**src/rtl/dpo_pkg.sv**
```systemverilog
package dpo_pkg;
  localparam int CLK_PERIOD_NS = 50;
  localparam int MS_NS = 1000000;
  localparam int MS_CYCLES = (MS_NS + CLK_PERIOD_NS - 1) / CLK_PERIOD_NS;
  localparam int DDC_RATE_HZ = 100000;
  localparam int DDC_QUARTER_NS = 1000000000 / (DDC_RATE_HZ * 4);
  localparam int DDC_QUARTER_CYCLES =
    (DDC_QUARTER_NS + CLK_PERIOD_NS - 1) / CLK_PERIOD_NS;

  localparam int ADDR_W = 4;
  localparam int DATA_W = 16;
  localparam logic [3:0] ADDR_SYNC_CTRL = 4'h0;
  localparam logic [3:0] ADDR_LANE_CTRL = 4'h1;
  localparam logic [3:0] ADDR_PANEL_CTRL = 4'h2;
  localparam logic [3:0] ADDR_SUPPLY_TO_LANES = 4'h3;
  localparam logic [3:0] ADDR_LANES_OFF_TO_SUPPLY = 4'h4;
  localparam logic [3:0] ADDR_POWER_CYCLE = 4'h5;
  localparam logic [3:0] ADDR_LANES_TO_BACKLIGHT = 4'h6;
  localparam logic [3:0] ADDR_STATUS = 4'h7;
  localparam logic [3:0] ADDR_DDC_CTRL = 4'h8;
  localparam logic [3:0] ADDR_DDC_STATUS = 4'h9;
  localparam logic [3:0] ADDR_DDC1_DATA = 4'ha;

  // Sync control bits 5..0: vs_park vs_inv vs_en hs_park hs_inv hs_en
  localparam logic [5:0] SYNC_RESET = 6'h24;
  localparam int STAT_H_OVER = 4;
  localparam int STAT_V_OVER = 5;

  localparam logic [2:0] LANE_PD_TRI = 3'h0;
  localparam logic [2:0] LANE_PD_ZERO = 3'h1;
  localparam logic [2:0] LANE_COMMON = 3'h2;
  localparam logic [2:0] LANE_ZEROS = 3'h3;
  localparam logic [2:0] LANE_ACTIVE = 3'h4;

  localparam int LANE_BITS = 7;
  localparam int DATA_LANES = 3;
  localparam logic [6:0] CLK_PATTERN = 7'h63;

  localparam int MS_W = 10;
  localparam logic [9:0] VDD_ON_MS = 10'h00a;
  localparam logic [9:0] BL_MIN_MS = 10'h0c8;
  localparam logic [9:0] BL_TO_LANES_MS = 10'h001;
  localparam logic [9:0] SUPPLY_TO_LANES_MAX = 10'h032;
  localparam logic [9:0] LANES_OFF_TO_SUPPLY_MAX = 10'h032;
  localparam logic [9:0] POWER_CYCLE_MAX = 10'h190;
  localparam logic [9:0] SUPPLY_TO_LANES_RST = 10'h032;
  localparam logic [9:0] LANES_OFF_TO_SUPPLY_RST = 10'h032;
  localparam logic [9:0] POWER_CYCLE_RST = 10'h190;
  localparam logic [9:0] LANES_TO_BACKLIGHT_RST = 10'h0c8;

  localparam logic [10:0] MAX_H_ACTIVE = 11'h578;
  localparam logic [10:0] MAX_V_ACTIVE = 11'h41a;
  localparam int MAX_REFRESH_HZ = 60;

  typedef struct packed {
    logic vs_park;
    logic vs_inv;
    logic vs_en;
    logic hs_park;
    logic hs_inv;
    logic hs_en;
  } dpo_sync_ctrl_t;

  typedef struct packed {
    logic [7:0] red;
    logic [7:0] green;
    logic [7:0] blue;
    logic hsync;
    logic vsync;
    logic de;
  } dpo_pixel_t;

  typedef enum logic [2:0] {
    SEQ_OFF, SEQ_CYCLE, SEQ_SUPPLY, SEQ_LANES_WAIT,
    SEQ_BL_WAIT, SEQ_ON, SEQ_BL_OFF, SEQ_LANES_OFF
  } dpo_seq_t;

  typedef enum logic [1:0] {
    DDC_IDLE, DDC_START, DDC_BIT, DDC_STOP
  } dpo_ddc_t;
endpackage : dpo_pkg
```
**src/rtl/dpo_lane_serializer.sv**
```systemverilog
`timescale 1ns/100ps
module dpo_lane_serializer (
  input wire logic core_clk,
  input wire logic arst_n,
  input wire logic load,
  input wire logic [dpo_pkg::DATA_LANES*dpo_pkg::LANE_BITS-1:0] word,
  output logic [dpo_pkg::DATA_LANES:0] ser_bits
);
  logic [dpo_pkg::DATA_LANES*dpo_pkg::LANE_BITS-1:0] sh_data;
  logic [dpo_pkg::LANE_BITS-1:0] sh_clk;
  logic [2:0] left;

  // Last bit stretches until the next pixel edge
  always_ff @(posedge core_clk or negedge arst_n) begin
    if (!arst_n) begin
      sh_data <= '0;
      sh_clk <= '0;
      left <= 3'h0;
    end else if (load) begin
      sh_data <= word;
      sh_clk <= dpo_pkg::CLK_PATTERN;
      left <= 3'h6;
    end else if (left != 3'h0) begin
      for (int i = 0; i < dpo_pkg::DATA_LANES; i++) begin
        sh_data[i*7 +: 7] <= {sh_data[i*7 +: 6], 1'b0};
      end
      sh_clk <= {sh_clk[5:0], 1'b0};
      left <= left - 3'h1;
    end
  end

  genvar g;
  generate
    for (g = 0; g < dpo_pkg::DATA_LANES; g++) begin : g_lane
      assign ser_bits[g] = sh_data[g*7 + 6];
    end
  endgenerate
  assign ser_bits[dpo_pkg::DATA_LANES] = sh_clk[6];
endmodule : dpo_lane_serializer

```
**src/rtl/dpo_output_sequencer.sv**
```systemverilog
// The placing of the registers and strobed register access were decided locally.
`timescale 1ns/100ps
module dpo_output_sequencer #(
  parameter int MS_CYCLES = dpo_pkg::MS_CYCLES
) (
  input wire logic core_clk,
  input wire logic arst_n,
  input wire logic [dpo_pkg::ADDR_W-1:0] reg_addr,
  input wire logic [dpo_pkg::DATA_W-1:0] reg_wdata,
  input wire logic reg_wr,
  input wire logic reg_rd,
  output logic [dpo_pkg::DATA_W-1:0] reg_rdata,
  input wire logic pixel_clock,
  input wire dpo_pkg::dpo_pixel_t pixel_in,
  output logic [7:0] dac_red,
  output logic [7:0] dac_green,
  output logic [7:0] dac_blue,
  output logic crt_hsync,
  output logic crt_vsync,
  output logic [dpo_pkg::DATA_LANES:0] lvds_p,
  output logic [dpo_pkg::DATA_LANES:0] lvds_n,
  output logic lvds_oe_n,
  output logic lvds_common_mode,
  output logic lvds_low_power,
  output logic panel_supply_enable,
  output logic backlight_enable,
  input wire logic monitor_channel_clock_in,
  output logic monitor_channel_clock_out,
  output logic monitor_channel_clock_oe_n,
  input wire logic monitor_channel_data_in,
  output logic monitor_channel_data_out,
  output logic monitor_channel_data_oe_n
);
  localparam int SYNC_W = $bits(dpo_pkg::dpo_pixel_t) + 3;

  logic [SYNC_W-1:0] in_meta, in_sync;
  dpo_pkg::dpo_pixel_t pix;
  logic pclk_s, pclk_d, pix_edge, scl_in, sda_in, vs_prev;
  dpo_pkg::dpo_sync_ctrl_t sync_ctrl;
  logic [2:0] lane_sel, eff_mode;
  logic power_req, h_over, v_over;
  logic [9:0] t2, t3, t4, t5, tgt, ms_cnt, lanes_ms, off_ms;
  logic [10:0] h_cnt, v_cnt;
  logic [15:0] ms_div, ddc1_shift;
  logic ms_tick, lanes_on, sync_written;
  dpo_pkg::dpo_seq_t seq, next_seq;
  logic [20:0] lane_word;
  logic [3:0] ser_bits;
  logic [5:0] r6, g6, b6;

  // Pins settle through two flops before any logic looks at them
  always_ff @(posedge core_clk or negedge arst_n) begin
    if (!arst_n) begin
      in_meta <= '0;
      in_sync <= '0;
    end else begin
      in_meta <= {pixel_clock, monitor_channel_clock_in,
                  monitor_channel_data_in, pixel_in};
      in_sync <= in_meta;
    end
  end
  assign {pclk_s, scl_in, sda_in, pix} = in_sync;

  always_ff @(posedge core_clk or negedge arst_n) begin
    if (!arst_n) begin
      pclk_d <= 1'b0;
    end else begin
      pclk_d <= pclk_s;
    end
  end
  assign pix_edge = pclk_s & ~pclk_d;

  always_ff @(posedge core_clk or negedge arst_n) begin
    if (!arst_n) begin
      ms_div <= '0;
    end else if (ms_div == 16'(MS_CYCLES - 1)) begin
      ms_div <= '0;
    end else begin
      ms_div <= ms_div + 16'h0001;
    end
  end
  assign ms_tick = (ms_div == 16'(MS_CYCLES - 1));

  // Register writes
  always_ff @(posedge core_clk or negedge arst_n) begin
    if (!arst_n) begin
      sync_ctrl <= dpo_pkg::SYNC_RESET;
      lane_sel <= dpo_pkg::LANE_PD_TRI;
      power_req <= 1'b0;
      t2 <= dpo_pkg::SUPPLY_TO_LANES_RST;
      t3 <= dpo_pkg::LANES_OFF_TO_SUPPLY_RST;
      t4 <= dpo_pkg::POWER_CYCLE_RST;
      t5 <= dpo_pkg::LANES_TO_BACKLIGHT_RST;
    end else if (reg_wr) begin
      case (reg_addr)
        dpo_pkg::ADDR_SYNC_CTRL: sync_ctrl <= reg_wdata[5:0];
        dpo_pkg::ADDR_LANE_CTRL: lane_sel <= reg_wdata[2:0];
        dpo_pkg::ADDR_PANEL_CTRL: power_req <= reg_wdata[0];
        dpo_pkg::ADDR_SUPPLY_TO_LANES: t2 <= reg_wdata[9:0];
        dpo_pkg::ADDR_LANES_OFF_TO_SUPPLY: t3 <= reg_wdata[9:0];
        dpo_pkg::ADDR_POWER_CYCLE: t4 <= reg_wdata[9:0];
        dpo_pkg::ADDR_LANES_TO_BACKLIGHT: t5 <= reg_wdata[9:0];
        default: ;
      endcase
    end
  end

  // Colour and enabled sync outputs, captured once per pixel clock
  always_ff @(posedge core_clk or negedge arst_n) begin
    if (!arst_n) begin
      dac_red <= '0;
      dac_green <= '0;
      dac_blue <= '0;
    end else if (pix_edge) begin
      dac_red <= pix.red;
      dac_green <= pix.green;
      dac_blue <= pix.blue;
    end
  end

  // Two independent wires; no composite or sync-on-green path exists
  always_ff @(posedge core_clk or negedge arst_n) begin
    if (!arst_n) begin
      crt_hsync <= 1'b1;
      crt_vsync <= 1'b1;
    end else begin
      if (!sync_ctrl.hs_en) begin
        crt_hsync <= sync_ctrl.hs_park;
      end else if (pix_edge) begin
        crt_hsync <= pix.hsync ^ sync_ctrl.hs_inv;
      end
      if (!sync_ctrl.vs_en) begin
        crt_vsync <= sync_ctrl.vs_park;
      end else if (pix_edge) begin
        crt_vsync <= pix.vsync ^ sync_ctrl.vs_inv;
      end
    end
  end

  // Active size check against the largest supported format
  always_ff @(posedge core_clk or negedge arst_n) begin
    if (!arst_n) begin
      h_cnt <= '0;
      v_cnt <= '0;
      vs_prev <= 1'b0;
      h_over <= 1'b0;
      v_over <= 1'b0;
      ddc1_shift <= '0;
    end else begin
      if (pix_edge) begin
        vs_prev <= pix.vsync;
        h_cnt <= pix.de ? h_cnt + 11'h001 : 11'h000;
        if (pix.vsync && !vs_prev) begin
          v_cnt <= '0;
          ddc1_shift <= {ddc1_shift[14:0], sda_in};
        end else if (!pix.de && h_cnt != 11'h000) begin
          v_cnt <= v_cnt + 11'h001;
        end
      end
      // Set wins over a clear in the same cycle
      if (pix_edge && pix.de && h_cnt >= dpo_pkg::MAX_H_ACTIVE) begin
        h_over <= 1'b1;
      end else if (reg_wr && reg_addr == dpo_pkg::ADDR_STATUS &&
                   reg_wdata[dpo_pkg::STAT_H_OVER]) begin
        h_over <= 1'b0;
      end
      if (v_cnt > dpo_pkg::MAX_V_ACTIVE) begin
        v_over <= 1'b1;
      end else if (reg_wr && reg_addr == dpo_pkg::ADDR_STATUS &&
                   reg_wdata[dpo_pkg::STAT_V_OVER]) begin
        v_over <= 1'b0;
      end
    end
  end

  // Panel power sequencer
  always_comb begin
    case (seq)
      dpo_pkg::SEQ_CYCLE: tgt = (t4 > dpo_pkg::POWER_CYCLE_MAX) ?
        dpo_pkg::POWER_CYCLE_MAX : t4;
      dpo_pkg::SEQ_SUPPLY: tgt = dpo_pkg::VDD_ON_MS;
      dpo_pkg::SEQ_LANES_WAIT: tgt = (t2 > dpo_pkg::SUPPLY_TO_LANES_MAX) ?
        dpo_pkg::SUPPLY_TO_LANES_MAX : t2;
      dpo_pkg::SEQ_BL_WAIT: tgt = (t5 < dpo_pkg::BL_MIN_MS) ?
        dpo_pkg::BL_MIN_MS : t5;
      dpo_pkg::SEQ_BL_OFF: tgt = dpo_pkg::BL_TO_LANES_MS;
      dpo_pkg::SEQ_LANES_OFF: tgt = (t3 > dpo_pkg::LANES_OFF_TO_SUPPLY_MAX) ?
        dpo_pkg::LANES_OFF_TO_SUPPLY_MAX : t3;
      default: tgt = '0;
    endcase
  end

  always_comb begin
    next_seq = seq;
    case (seq)
      dpo_pkg::SEQ_OFF: if (power_req) next_seq = dpo_pkg::SEQ_SUPPLY;
      dpo_pkg::SEQ_CYCLE: if (ms_cnt >= tgt) begin
        next_seq = dpo_pkg::SEQ_OFF;
      end
      dpo_pkg::SEQ_SUPPLY, dpo_pkg::SEQ_LANES_WAIT,
      dpo_pkg::SEQ_BL_WAIT: begin
        if (!power_req) begin
          next_seq = dpo_pkg::SEQ_BL_OFF;
        end else if (ms_cnt >= tgt) begin
          next_seq = dpo_pkg::dpo_seq_t'(seq + 3'h1);
        end
      end
      dpo_pkg::SEQ_ON: if (!power_req) next_seq = dpo_pkg::SEQ_BL_OFF;
      dpo_pkg::SEQ_BL_OFF: if (ms_cnt >= tgt) begin
        next_seq = dpo_pkg::SEQ_LANES_OFF;
      end
      dpo_pkg::SEQ_LANES_OFF: if (ms_cnt >= tgt) begin
        next_seq = dpo_pkg::SEQ_CYCLE;
      end
      default: next_seq = dpo_pkg::SEQ_CYCLE;
    endcase
  end

  // Reset starts in the cycle wait: the panel may have just lost power
  always_ff @(posedge core_clk or negedge arst_n) begin
    if (!arst_n) begin
      seq <= dpo_pkg::SEQ_CYCLE;
      ms_cnt <= '0;
      panel_supply_enable <= 1'b0;
      lanes_on <= 1'b0;
      backlight_enable <= 1'b0;
    end else begin
      seq <= next_seq;
      if (next_seq != seq) begin
        ms_cnt <= '0;
      end else if (ms_tick && ms_cnt != 10'h3ff) begin
        ms_cnt <= ms_cnt + 10'h001;
      end
      panel_supply_enable <= next_seq inside {dpo_pkg::SEQ_SUPPLY,
        dpo_pkg::SEQ_LANES_WAIT, dpo_pkg::SEQ_BL_WAIT, dpo_pkg::SEQ_ON,
        dpo_pkg::SEQ_BL_OFF, dpo_pkg::SEQ_LANES_OFF};
      lanes_on <= next_seq inside {dpo_pkg::SEQ_BL_WAIT, dpo_pkg::SEQ_ON,
        dpo_pkg::SEQ_BL_OFF};
      // One cycle late: lane pins lag lanes_on, so the full gap holds
      backlight_enable <= (seq == dpo_pkg::SEQ_ON) &&
        (next_seq == dpo_pkg::SEQ_ON);
    end
  end

  // LVDS lanes: sequencer gates the software-chosen state
  assign eff_mode = lanes_on ? lane_sel :
    (lane_sel == dpo_pkg::LANE_PD_ZERO) ? dpo_pkg::LANE_PD_ZERO :
    dpo_pkg::LANE_PD_TRI;
  assign r6 = (eff_mode == dpo_pkg::LANE_ZEROS) ? 6'h00 : pix.red[7:2];
  assign g6 = (eff_mode == dpo_pkg::LANE_ZEROS) ? 6'h00 : pix.green[7:2];
  assign b6 = (eff_mode == dpo_pkg::LANE_ZEROS) ? 6'h00 : pix.blue[7:2];
  assign lane_word = {pix.de, pix.vsync, pix.hsync, b6[5:2],
                      b6[1:0], g6[5:1], g6[0], r6};

  dpo_lane_serializer u_ser (
    .core_clk(core_clk),
    .arst_n(arst_n),
    .load(pix_edge),
    .word(lane_word),
    .ser_bits(ser_bits)
  );

  always_ff @(posedge core_clk or negedge arst_n) begin
    if (!arst_n) begin
      lvds_p <= '0;
      lvds_n <= '0;
      lvds_oe_n <= 1'b1;
      lvds_common_mode <= 1'b0;
      lvds_low_power <= 1'b1;
    end else begin
      case (eff_mode)
        dpo_pkg::LANE_ACTIVE, dpo_pkg::LANE_ZEROS: begin
          lvds_p <= ser_bits;
          lvds_n <= ~ser_bits;
          lvds_oe_n <= 1'b0;
          lvds_common_mode <= 1'b0;
          lvds_low_power <= 1'b0;
        end
        dpo_pkg::LANE_COMMON: begin
          lvds_p <= '0;
          lvds_n <= '0;
          lvds_oe_n <= 1'b0;
          lvds_common_mode <= 1'b1;
          lvds_low_power <= 1'b0;
        end
        dpo_pkg::LANE_PD_ZERO: begin
          lvds_p <= '0;
          lvds_n <= '0;
          lvds_oe_n <= 1'b0;
          lvds_common_mode <= 1'b0;
          lvds_low_power <= 1'b1;
        end
        default: begin
          lvds_p <= '0;
          lvds_n <= '0;
          lvds_oe_n <= 1'b1;
          lvds_common_mode <= 1'b0;
          lvds_low_power <= 1'b1;
        end
      endcase
    end
  end

  // Monitor channel byte engine, open drain, four phases per bit
  dpo_pkg::dpo_ddc_t ddc;
  logic [5:0] q_cnt;
  logic [1:0] ph;
  logic [3:0] bit_cnt;
  logic [8:0] tx, rx;
  logic p_xfer, p_stop, scl_low, sda_low, adv;

  assign adv = (q_cnt == 6'(dpo_pkg::DDC_QUARTER_CYCLES - 1)) &&
               !(ph == 2'h1 && !scl_low && !scl_in);

  always_ff @(posedge core_clk or negedge arst_n) begin
    if (!arst_n) begin
      ddc <= dpo_pkg::DDC_IDLE;
      q_cnt <= '0;
      ph <= 2'h0;
      bit_cnt <= 4'h0;
      tx <= '1;
      rx <= '0;
      p_xfer <= 1'b0;
      p_stop <= 1'b0;
      scl_low <= 1'b0;
      sda_low <= 1'b0;
    end else if (ddc == dpo_pkg::DDC_IDLE) begin
      q_cnt <= '0;
      ph <= 2'h0;
      bit_cnt <= 4'h0;
      if (reg_wr && reg_addr == dpo_pkg::ADDR_DDC_CTRL) begin
        tx <= reg_wdata[2] ? {reg_wdata[15:8], 1'b1} :
                             {8'hff, ~reg_wdata[4]};
        p_xfer <= reg_wdata[2] | reg_wdata[3];
        p_stop <= reg_wdata[1];
        if (reg_wdata[0]) ddc <= dpo_pkg::DDC_START;
        else if (reg_wdata[2] | reg_wdata[3]) ddc <= dpo_pkg::DDC_BIT;
        else if (reg_wdata[1]) ddc <= dpo_pkg::DDC_STOP;
      end
    end else begin
      q_cnt <= (q_cnt == 6'(dpo_pkg::DDC_QUARTER_CYCLES - 1)) ? 6'h00 :
               q_cnt + 6'h01;
      if (adv) begin
        ph <= ph + 2'h1;
        case (ddc)
          dpo_pkg::DDC_START: case (ph)
            2'h0: begin
              sda_low <= 1'b0;
              scl_low <= 1'b0;
            end
            2'h1: sda_low <= 1'b1;
            2'h2: scl_low <= 1'b1;
            default: ddc <= p_xfer ? dpo_pkg::DDC_BIT :
                            p_stop ? dpo_pkg::DDC_STOP : dpo_pkg::DDC_IDLE;
          endcase
          dpo_pkg::DDC_BIT: case (ph)
            2'h0: sda_low <= ~tx[8];
            2'h1: scl_low <= 1'b0;
            2'h2: rx <= {rx[7:0], sda_in};
            default: begin
              scl_low <= 1'b1;
              tx <= {tx[7:0], 1'b1};
              bit_cnt <= bit_cnt + 4'h1;
              if (bit_cnt == 4'h8) begin
                p_xfer <= 1'b0;
                ddc <= p_stop ? dpo_pkg::DDC_STOP : dpo_pkg::DDC_IDLE;
              end
            end
          endcase
          default: case (ph)
            2'h0: sda_low <= 1'b1;
            2'h1: scl_low <= 1'b0;
            2'h2: sda_low <= 1'b0;
            default: begin
              p_stop <= 1'b0;
              ddc <= dpo_pkg::DDC_IDLE;
            end
          endcase
        endcase
      end
    end
  end

  assign monitor_channel_clock_out = 1'b0;
  assign monitor_channel_data_out = 1'b0;
  assign monitor_channel_clock_oe_n = ~scl_low;
  assign monitor_channel_data_oe_n = ~sda_low;

  // Read data stand for exactly the cycle after the strobe
  always_ff @(posedge core_clk or negedge arst_n) begin
    if (!arst_n) begin
      reg_rdata <= '0;
    end else if (!reg_rd) begin
      reg_rdata <= '0;
    end else begin
      case (reg_addr)
        dpo_pkg::ADDR_SYNC_CTRL: reg_rdata <= {10'h000, sync_ctrl};
        dpo_pkg::ADDR_LANE_CTRL: reg_rdata <= {13'h0, lane_sel};
        dpo_pkg::ADDR_PANEL_CTRL: reg_rdata <= {15'h0, power_req};
        dpo_pkg::ADDR_SUPPLY_TO_LANES: reg_rdata <= {6'h00, t2};
        dpo_pkg::ADDR_LANES_OFF_TO_SUPPLY: reg_rdata <= {6'h00, t3};
        dpo_pkg::ADDR_POWER_CYCLE: reg_rdata <= {6'h00, t4};
        dpo_pkg::ADDR_LANES_TO_BACKLIGHT: reg_rdata <= {6'h00, t5};
        dpo_pkg::ADDR_STATUS: reg_rdata <= {7'h00, seq, v_over, h_over,
          backlight_enable, lanes_on, panel_supply_enable, 1'b0};
        dpo_pkg::ADDR_DDC_STATUS: reg_rdata <= {rx[8:1], 5'h00,
          scl_in, rx[0], ddc != dpo_pkg::DDC_IDLE};
        dpo_pkg::ADDR_DDC1_DATA: reg_rdata <= ddc1_shift;
        default: reg_rdata <= '0;
      endcase
    end
  end

  // Checking helpers
  always_ff @(posedge core_clk or negedge arst_n) begin
    if (!arst_n) begin
      lanes_ms <= '0;
      off_ms <= '0;
      sync_written <= 1'b0;
    end else begin
      lanes_ms <= !lanes_on ? 10'h000 :
        (ms_tick && lanes_ms != 10'h3ff) ? lanes_ms + 10'h001 : lanes_ms;
      off_ms <= panel_supply_enable ? 10'h000 :
        (ms_tick && off_ms != 10'h3ff) ? off_ms + 10'h001 : off_ms;
      if (reg_wr && reg_addr == dpo_pkg::ADDR_SYNC_CTRL) sync_written <= 1'b1;
    end
  end
endmodule : dpo_output_sequencer

```
**config.mk**
```make
export PLATFORM = sky130hd
export DESIGN_NAME = dpo_output_sequencer
export DESIGN_NICKNAME = d
export VERILOG_FILES = /design/src/rtl/dpo_pkg.sv /design/src/rtl/dpo_lane_serializer.sv /design/src/rtl/dpo_output_sequencer.sv
export SDC_FILE = /design/constraint.sdc
export NUM_CORES = 1
export LEC_CHECK = 0
export ABC_AREA = 0
export BUFFER_PORTS_ARGS = -buffer_cell sky130_fd_sc_hd__clkbuf_2
export CORE_AREA = 2 2 178 180
export DETAILED_ROUTE_END_ITERATION = 16
export DIE_AREA = 0 0 180 182
export GPL_ROUTABILITY_DRIVEN = 0
export PLACE_DENSITY = 0.61
export SYNTH_ARGS = -nofsm -noshare
export SYNTH_HDL_FRONTEND = slang
export SYNTH_HIERARCHICAL = 1
export SYNTH_SLANG_ARGS = --single-unit
```
**constraint.sdc**
```tcl
create_clock -name core_clk -period 9 [get_ports core_clk]
set_input_delay 1.8 -clock core_clk [delete_from_list [all_inputs] [get_ports core_clk]]
set_output_delay 1.8 -clock core_clk [all_outputs]
set_load 0.05 [all_outputs]
```
* After elaboration in Yosys (flattened, before gate mapping)
Cells that the tools add are included.
** Operators by class
- Bitwise operators :: 11
- Order comparisons :: 7
- Reductions and logical operators :: 61
- Multiplexer cells :: 91
- $add $sub $neg :: 9
- Equality and inequality tests :: 48
** Operators with widths (number)
- $pmux W16 S10 :: 1
- $mux W10 :: 6
- $pmux W10 S6 :: 1
- $mux W9 :: 6
- $mux W21 :: 2
- $mux W11 :: 3
- $mux W16 :: 2
- $mux W3 :: 10
- $mux W6 :: 5
- $mux W2 :: 14
- $eq A3 B3 Y1 const B :: 9
- $mux W1 :: 25
- $mux W4 :: 6
- $add A11 B1 Y11 const B :: 2
- $gt A10 B6 Y1 const B :: 2
- $reduce_and A5 Y1 :: 4
- $eq A3 B2 Y1 const B :: 6
- $pmux W3 S6 :: 1
- $reduce_and A2 Y1 :: 9
- $reduce_bool A2 Y1 :: 9
- $add A16 B1 Y16 const B :: 1
- $eq A16 B15 Y1 const B :: 1
- $eq A4 B3 Y1 const B :: 4
- $eq A4 B4 Y1 const B :: 4
- 44 further kinds :: 94
** Word-level totals
- Output and inout port bits :: 59
- Bits of input ports :: 54
- Register bits :: 304
- Word-level logic and storage cells :: 278

* Logic depth before layout (Yosys ltp)
- Word-level depth :: 9
- Gate-level depth with buffers :: 22
- Gate-level depth less buffers :: 21

* Modules after synthesis
The synthesis kept the hierarchy.
** By module, submodules not included
- dpo_output_sequencer :: cells each 1112, area an instance 12238.0 µm², instances 1, seq. area each 6866.6 µm²
- dpo_lane_serializer :: cells each 140, area an instance 1456.4 µm², instances 1, seq. area each 775.7 µm²

* Least setup slack after synthesis
No wires, ideal clock.
- Path type :: register -> register
- Start :: register seq[0]
- End :: register ms_cnt[0]
- Required time :: 8899 ps
- Slack :: 5065 ps
- Arrival :: 3834 ps
- Cell stages (with the launch flop) :: 20
- Period minus slack after synthesis :: 3935 ps
- Path buffers :: 1
- Setup time :: 101 ps
- Cell sequence :: dfstp_2 -> clkbuf_1 -> inv_1 -> ha_1 -> nand2_1 -> a21oi_1 -> a222oi_1 -> a21boi_0 -> ha_1 -> nand2b_1 -> a21oi_1 -> o41a_1 -> nand2_2 -> inv_1 -> ha_1 -> nand2_1 -> o221ai_1 -> nor2_1 -> mux2_1 -> nor4_1
** Between the ends
- Longest elaborated chain between the ends :: 8
- Elaborated cells on any way between the ends :: 23
- Those cells by class :: add/sub (1); order compare (1); eq/ne (8); mux (10); reduce/logical (3)
** RTL lines
- from (decl) :: line dpo_output_sequencer.sv:46 : dpo_pkg::dpo_seq_t seq, next_seq;
- from (signal assigned) :: line dpo_output_sequencer.sv:222 : seq <= dpo_pkg::SEQ_CYCLE;
- from (signal assigned) :: line dpo_output_sequencer.sv:228 : seq <= next_seq;
- $eq A3 B3 Y1 (tied with other cells) :: line dpo_output_sequencer.sv:178, dpo_output_sequencer.sv:195
- $pmux W10 S6 :: line dpo_output_sequencer.sv:178 : case (seq)
- $ge A10 B10 Y1
- $mux W3 :: line dpo_output_sequencer.sv:204 : end else if (ms_cnt >= tgt) begin
- $mux W3 :: line dpo_output_sequencer.sv:202 : if (!power_req) begin
- $pmux W3 S6 :: line dpo_output_sequencer.sv:195 : case (seq)
- $ne A3 B3 Y1 * :: line dpo_output_sequencer.sv:229 : if (next_seq != seq) begin
- $mux W10 or $reduce_bool A2 Y1 (tied branches)
- to (signal assigned) :: line dpo_output_sequencer.sv:232 : ms_cnt <= ms_cnt + 10'h001;
- to (decl) :: line dpo_output_sequencer.sv:42 : logic [9:0] t2, t3, t4, t5, tgt, ms_cnt, lanes_ms, off_ms;
Every way passes the cells marked *; elsewhere a longest branch is shown, timed or not.
A chain may end at the register's enable or synchronous reset.

* Worst setup path in the final report
Ends and elaborated chain as after synthesis.

==> results.cfg <==
[outcome]
status = finished, final reports clean

[sta]
setup_ws_ps = 4390
worstMarginPinSlew_ps = 1120
skew_ps = 18.3
max_freq_mhz = 217
finalMaxSlewViolations = 0
finalCritPeriodShare = 0.512
tns_ps = 0
rsz0062_at_grt = no
period_needed_ps = 4610
max_slew_margin = 0.250
hold_violations = 0
whs_ps = 346
setup_viol = 0

[placed_design]
dp_hpwl_um = 21100
dpl.cell_count = 1716
numPortBuffers = 110
pre_cts_ws_ps = 4520

[cts]
root_buffer = clkbuf_16
postCtsHoldBufs = 0
numCtsBuffers = 35
clk_pin_slew_ps = 70
cts.path.max_buffers = 3
cts_resized = 0
post-cts-setup-buffers = 0
cts_tree = done
insertion_delay_ps = 530
cts.sinks = 304
htreeDepth = 2

[route]
finalWirelength_um = 30900
first_pass_iters = 6
routedWlPerCell_um = 17.4
dr.first_iter.drc_count = 790
routed_via_density = 5.42
route.detailed.drc = 0
drtAntennaViolNets = 0
routed-via-count = 9650

[setup_path]
worstPathRequired_ps = 9410
worstSetupStartpointType = flop
cp_max_fo = 10
slowest_delay_ps = 640
cp_cell_sequence = ha_1 > nand2_1 > nor3_1 > nand2_1 > nand2_1 > nand2_1 > ha_1 > nand4_1 > o41a_1 > nand2_2 > inv_1 > ha_1 > nand2_1 > o221ai_1 > nor2_1 > mux2_1 > nor4_1
crit_type = flop to flop
crit_family = simple AND/OR/NAND/NOR gates
critical_path.endpoint_type = flop
crit_arrival_ps = 5020
crit_buf_inv = 1
critPathSlowestCell = dfstp_2
crit_top_cell = nand2_1

[final_layout]
fin_util = 0.505
num-nets-final = 1442
fin_cells = 1781
syn2layout_area_growth_pct = 14.3
drive_gt1_frac = 0.219

[synthesis]
syn_inst = 1252
synth_edf_count = 0
synth_cell_types = 82
synth_commonest_cells = dfrtp_1 (276), nand2_1 (206), nor2_1 (83), mux2_2 (71), o21ai_0 (62)
synthFlopType = dfrtp_1
synth_top_area_frac = 0.504
yosys.area.top_type = dfrtp_1
netlist_area_sq_um = 13700
ys_seq_area_frac = 0.558
yosysMostFrequentCell = dfrtp_1
ys_ff_latch = 304
yosys-top-cells-area = dfrtp_1 (50%), mux2_2 (5.8%), nand2_1 (5.6%)
ys_warn_count = 6
ys_async_sr_fraction = 1.00
synth.avg_cell_area_sq_um = 10.9

[floorplan]
io_pins = 113
coreArea_sq_um = 31000
rows = 65
start_util = 0.442
die_w_um = 180
die_h_um = 182
dieArea_sq_um = 32800

[grt]
grt_max_degree = 178
grt_pass1_wl_um = 50800
grt_pass1_vias = 9490
grt_usage = 0.191
antenna_found_initial = 1
grt_overflow = 0

[power_and_ir_drop]
p_per_area_nw_per_um2 = 255
peakVddDrop_v = 0.000172
power.static_leakage_nw = 7.15

[hold_path]
hp-class = flop to flop

[job]
cap_violations = 0
==> final timing paths <==
check	start	endpoint	slack [ps]	cells past startpoint
max	seq[0]$_DFF_PN1_	ms_cnt[0]$_DFFE_PN0P_	4390	17
min	in_meta[24]$_DFF_PN0_	in_sync[24]$_DFF_PN0_	350	0
max reg2reg	seq[0]$_DFF_PN1_	ms_cnt[0]$_DFFE_PN0P_	4390	17
min reg2reg	in_meta[24]$_DFF_PN0_	in_sync[24]$_DFF_PN0_	350	0
max in group asynchronous	arst_n	ddc[1]$_DFFE_PN0P_	6140	2
min in group asynchronous	arst_n	ddc1_shift[8]$_DFFE_PN0P_	1390	1
==> report_power, final <==
| part | internal [mW] | total, mW | switching [mW] |
|---|---|---|---|
| Sequential | 1.55 | 1.71 | 0.166 |
| Clock | 0.820 | 1.38 | 0.562 |
| Combinational | 0.324 | 0.902 | 0.577 |
| Total | 2.69 | 4.00 | 1.31 |
==> per-stage QoR <==
stage          total power [mW]  cell area (sq um)
2_1_floorplan              2.38              13700
3_3_place_gp               2.61              14500
3_5_place_dp               2.63              14500
4_1_cts                    4.03              15700
5_1_grt                    4.22              15700
6_report                   4.00              15700
==> layer usage <==
metal | part of all wire | GRT usage | vias to the layer above
li1 | - | - | 4551
met1 | 0.47 | 0.274 | 4762
met2 | 0.46 | 0.294 | 274
met3 | 0.053 | 0.0349 | 63
met4 | 0.024 | 0.0611 | 0
met5 | 0 | 0 | -
==> kinds of logic after synthesis <==
kind of cell | Yosys count | share of synthesized area
multiplexers | 105 | 0.0846
flip-flops | 304 | 0.558
other | 1 | 0.000274
AO/OA/AOI/OAI | 206 | 0.101
adder cells (fa/ha/maj) | 37 | 0.0338
buffers and inverters | 104 | 0.0352
XOR/XNOR | 40 | 0.0256
AND/OR/NAND/NOR | 455 | 0.161
==> state kept, by name (all words and copies together) (netlist names), 11 cells and up <==
register and flops:
v_cnt 11, ms_div 16, in_meta 30, ddc1_shift 16, u_ser/sh_data 21, reg_rdata 16
h_cnt 11, in_sync 30
==> layout make-up <==
type	count	area, sq um
Antenna cell	1	2.50
Clock buffer	55	1020
Clock inverter	9	110
Fill cell	2782	15300
Inverter	48	180
Multi-Input combinational cell	845	5570
Sequential cell	304	7640
Tap cell	402	503
Timing Repair Buffer	117	626
==> layout by cell type, fill, tap and decap left out, types with 31 or more instances in the layout <==
master and instances:
mux2_2 71, nand2_1 206, mux2i_1 31, ha_1 37, clkbuf_16 35, dfrtp_1 276
o21ai_0 62, clkbuf_2 109, nor2_1 83, inv_1 46
No activity file was read; power rests on OpenSTA's default activity.
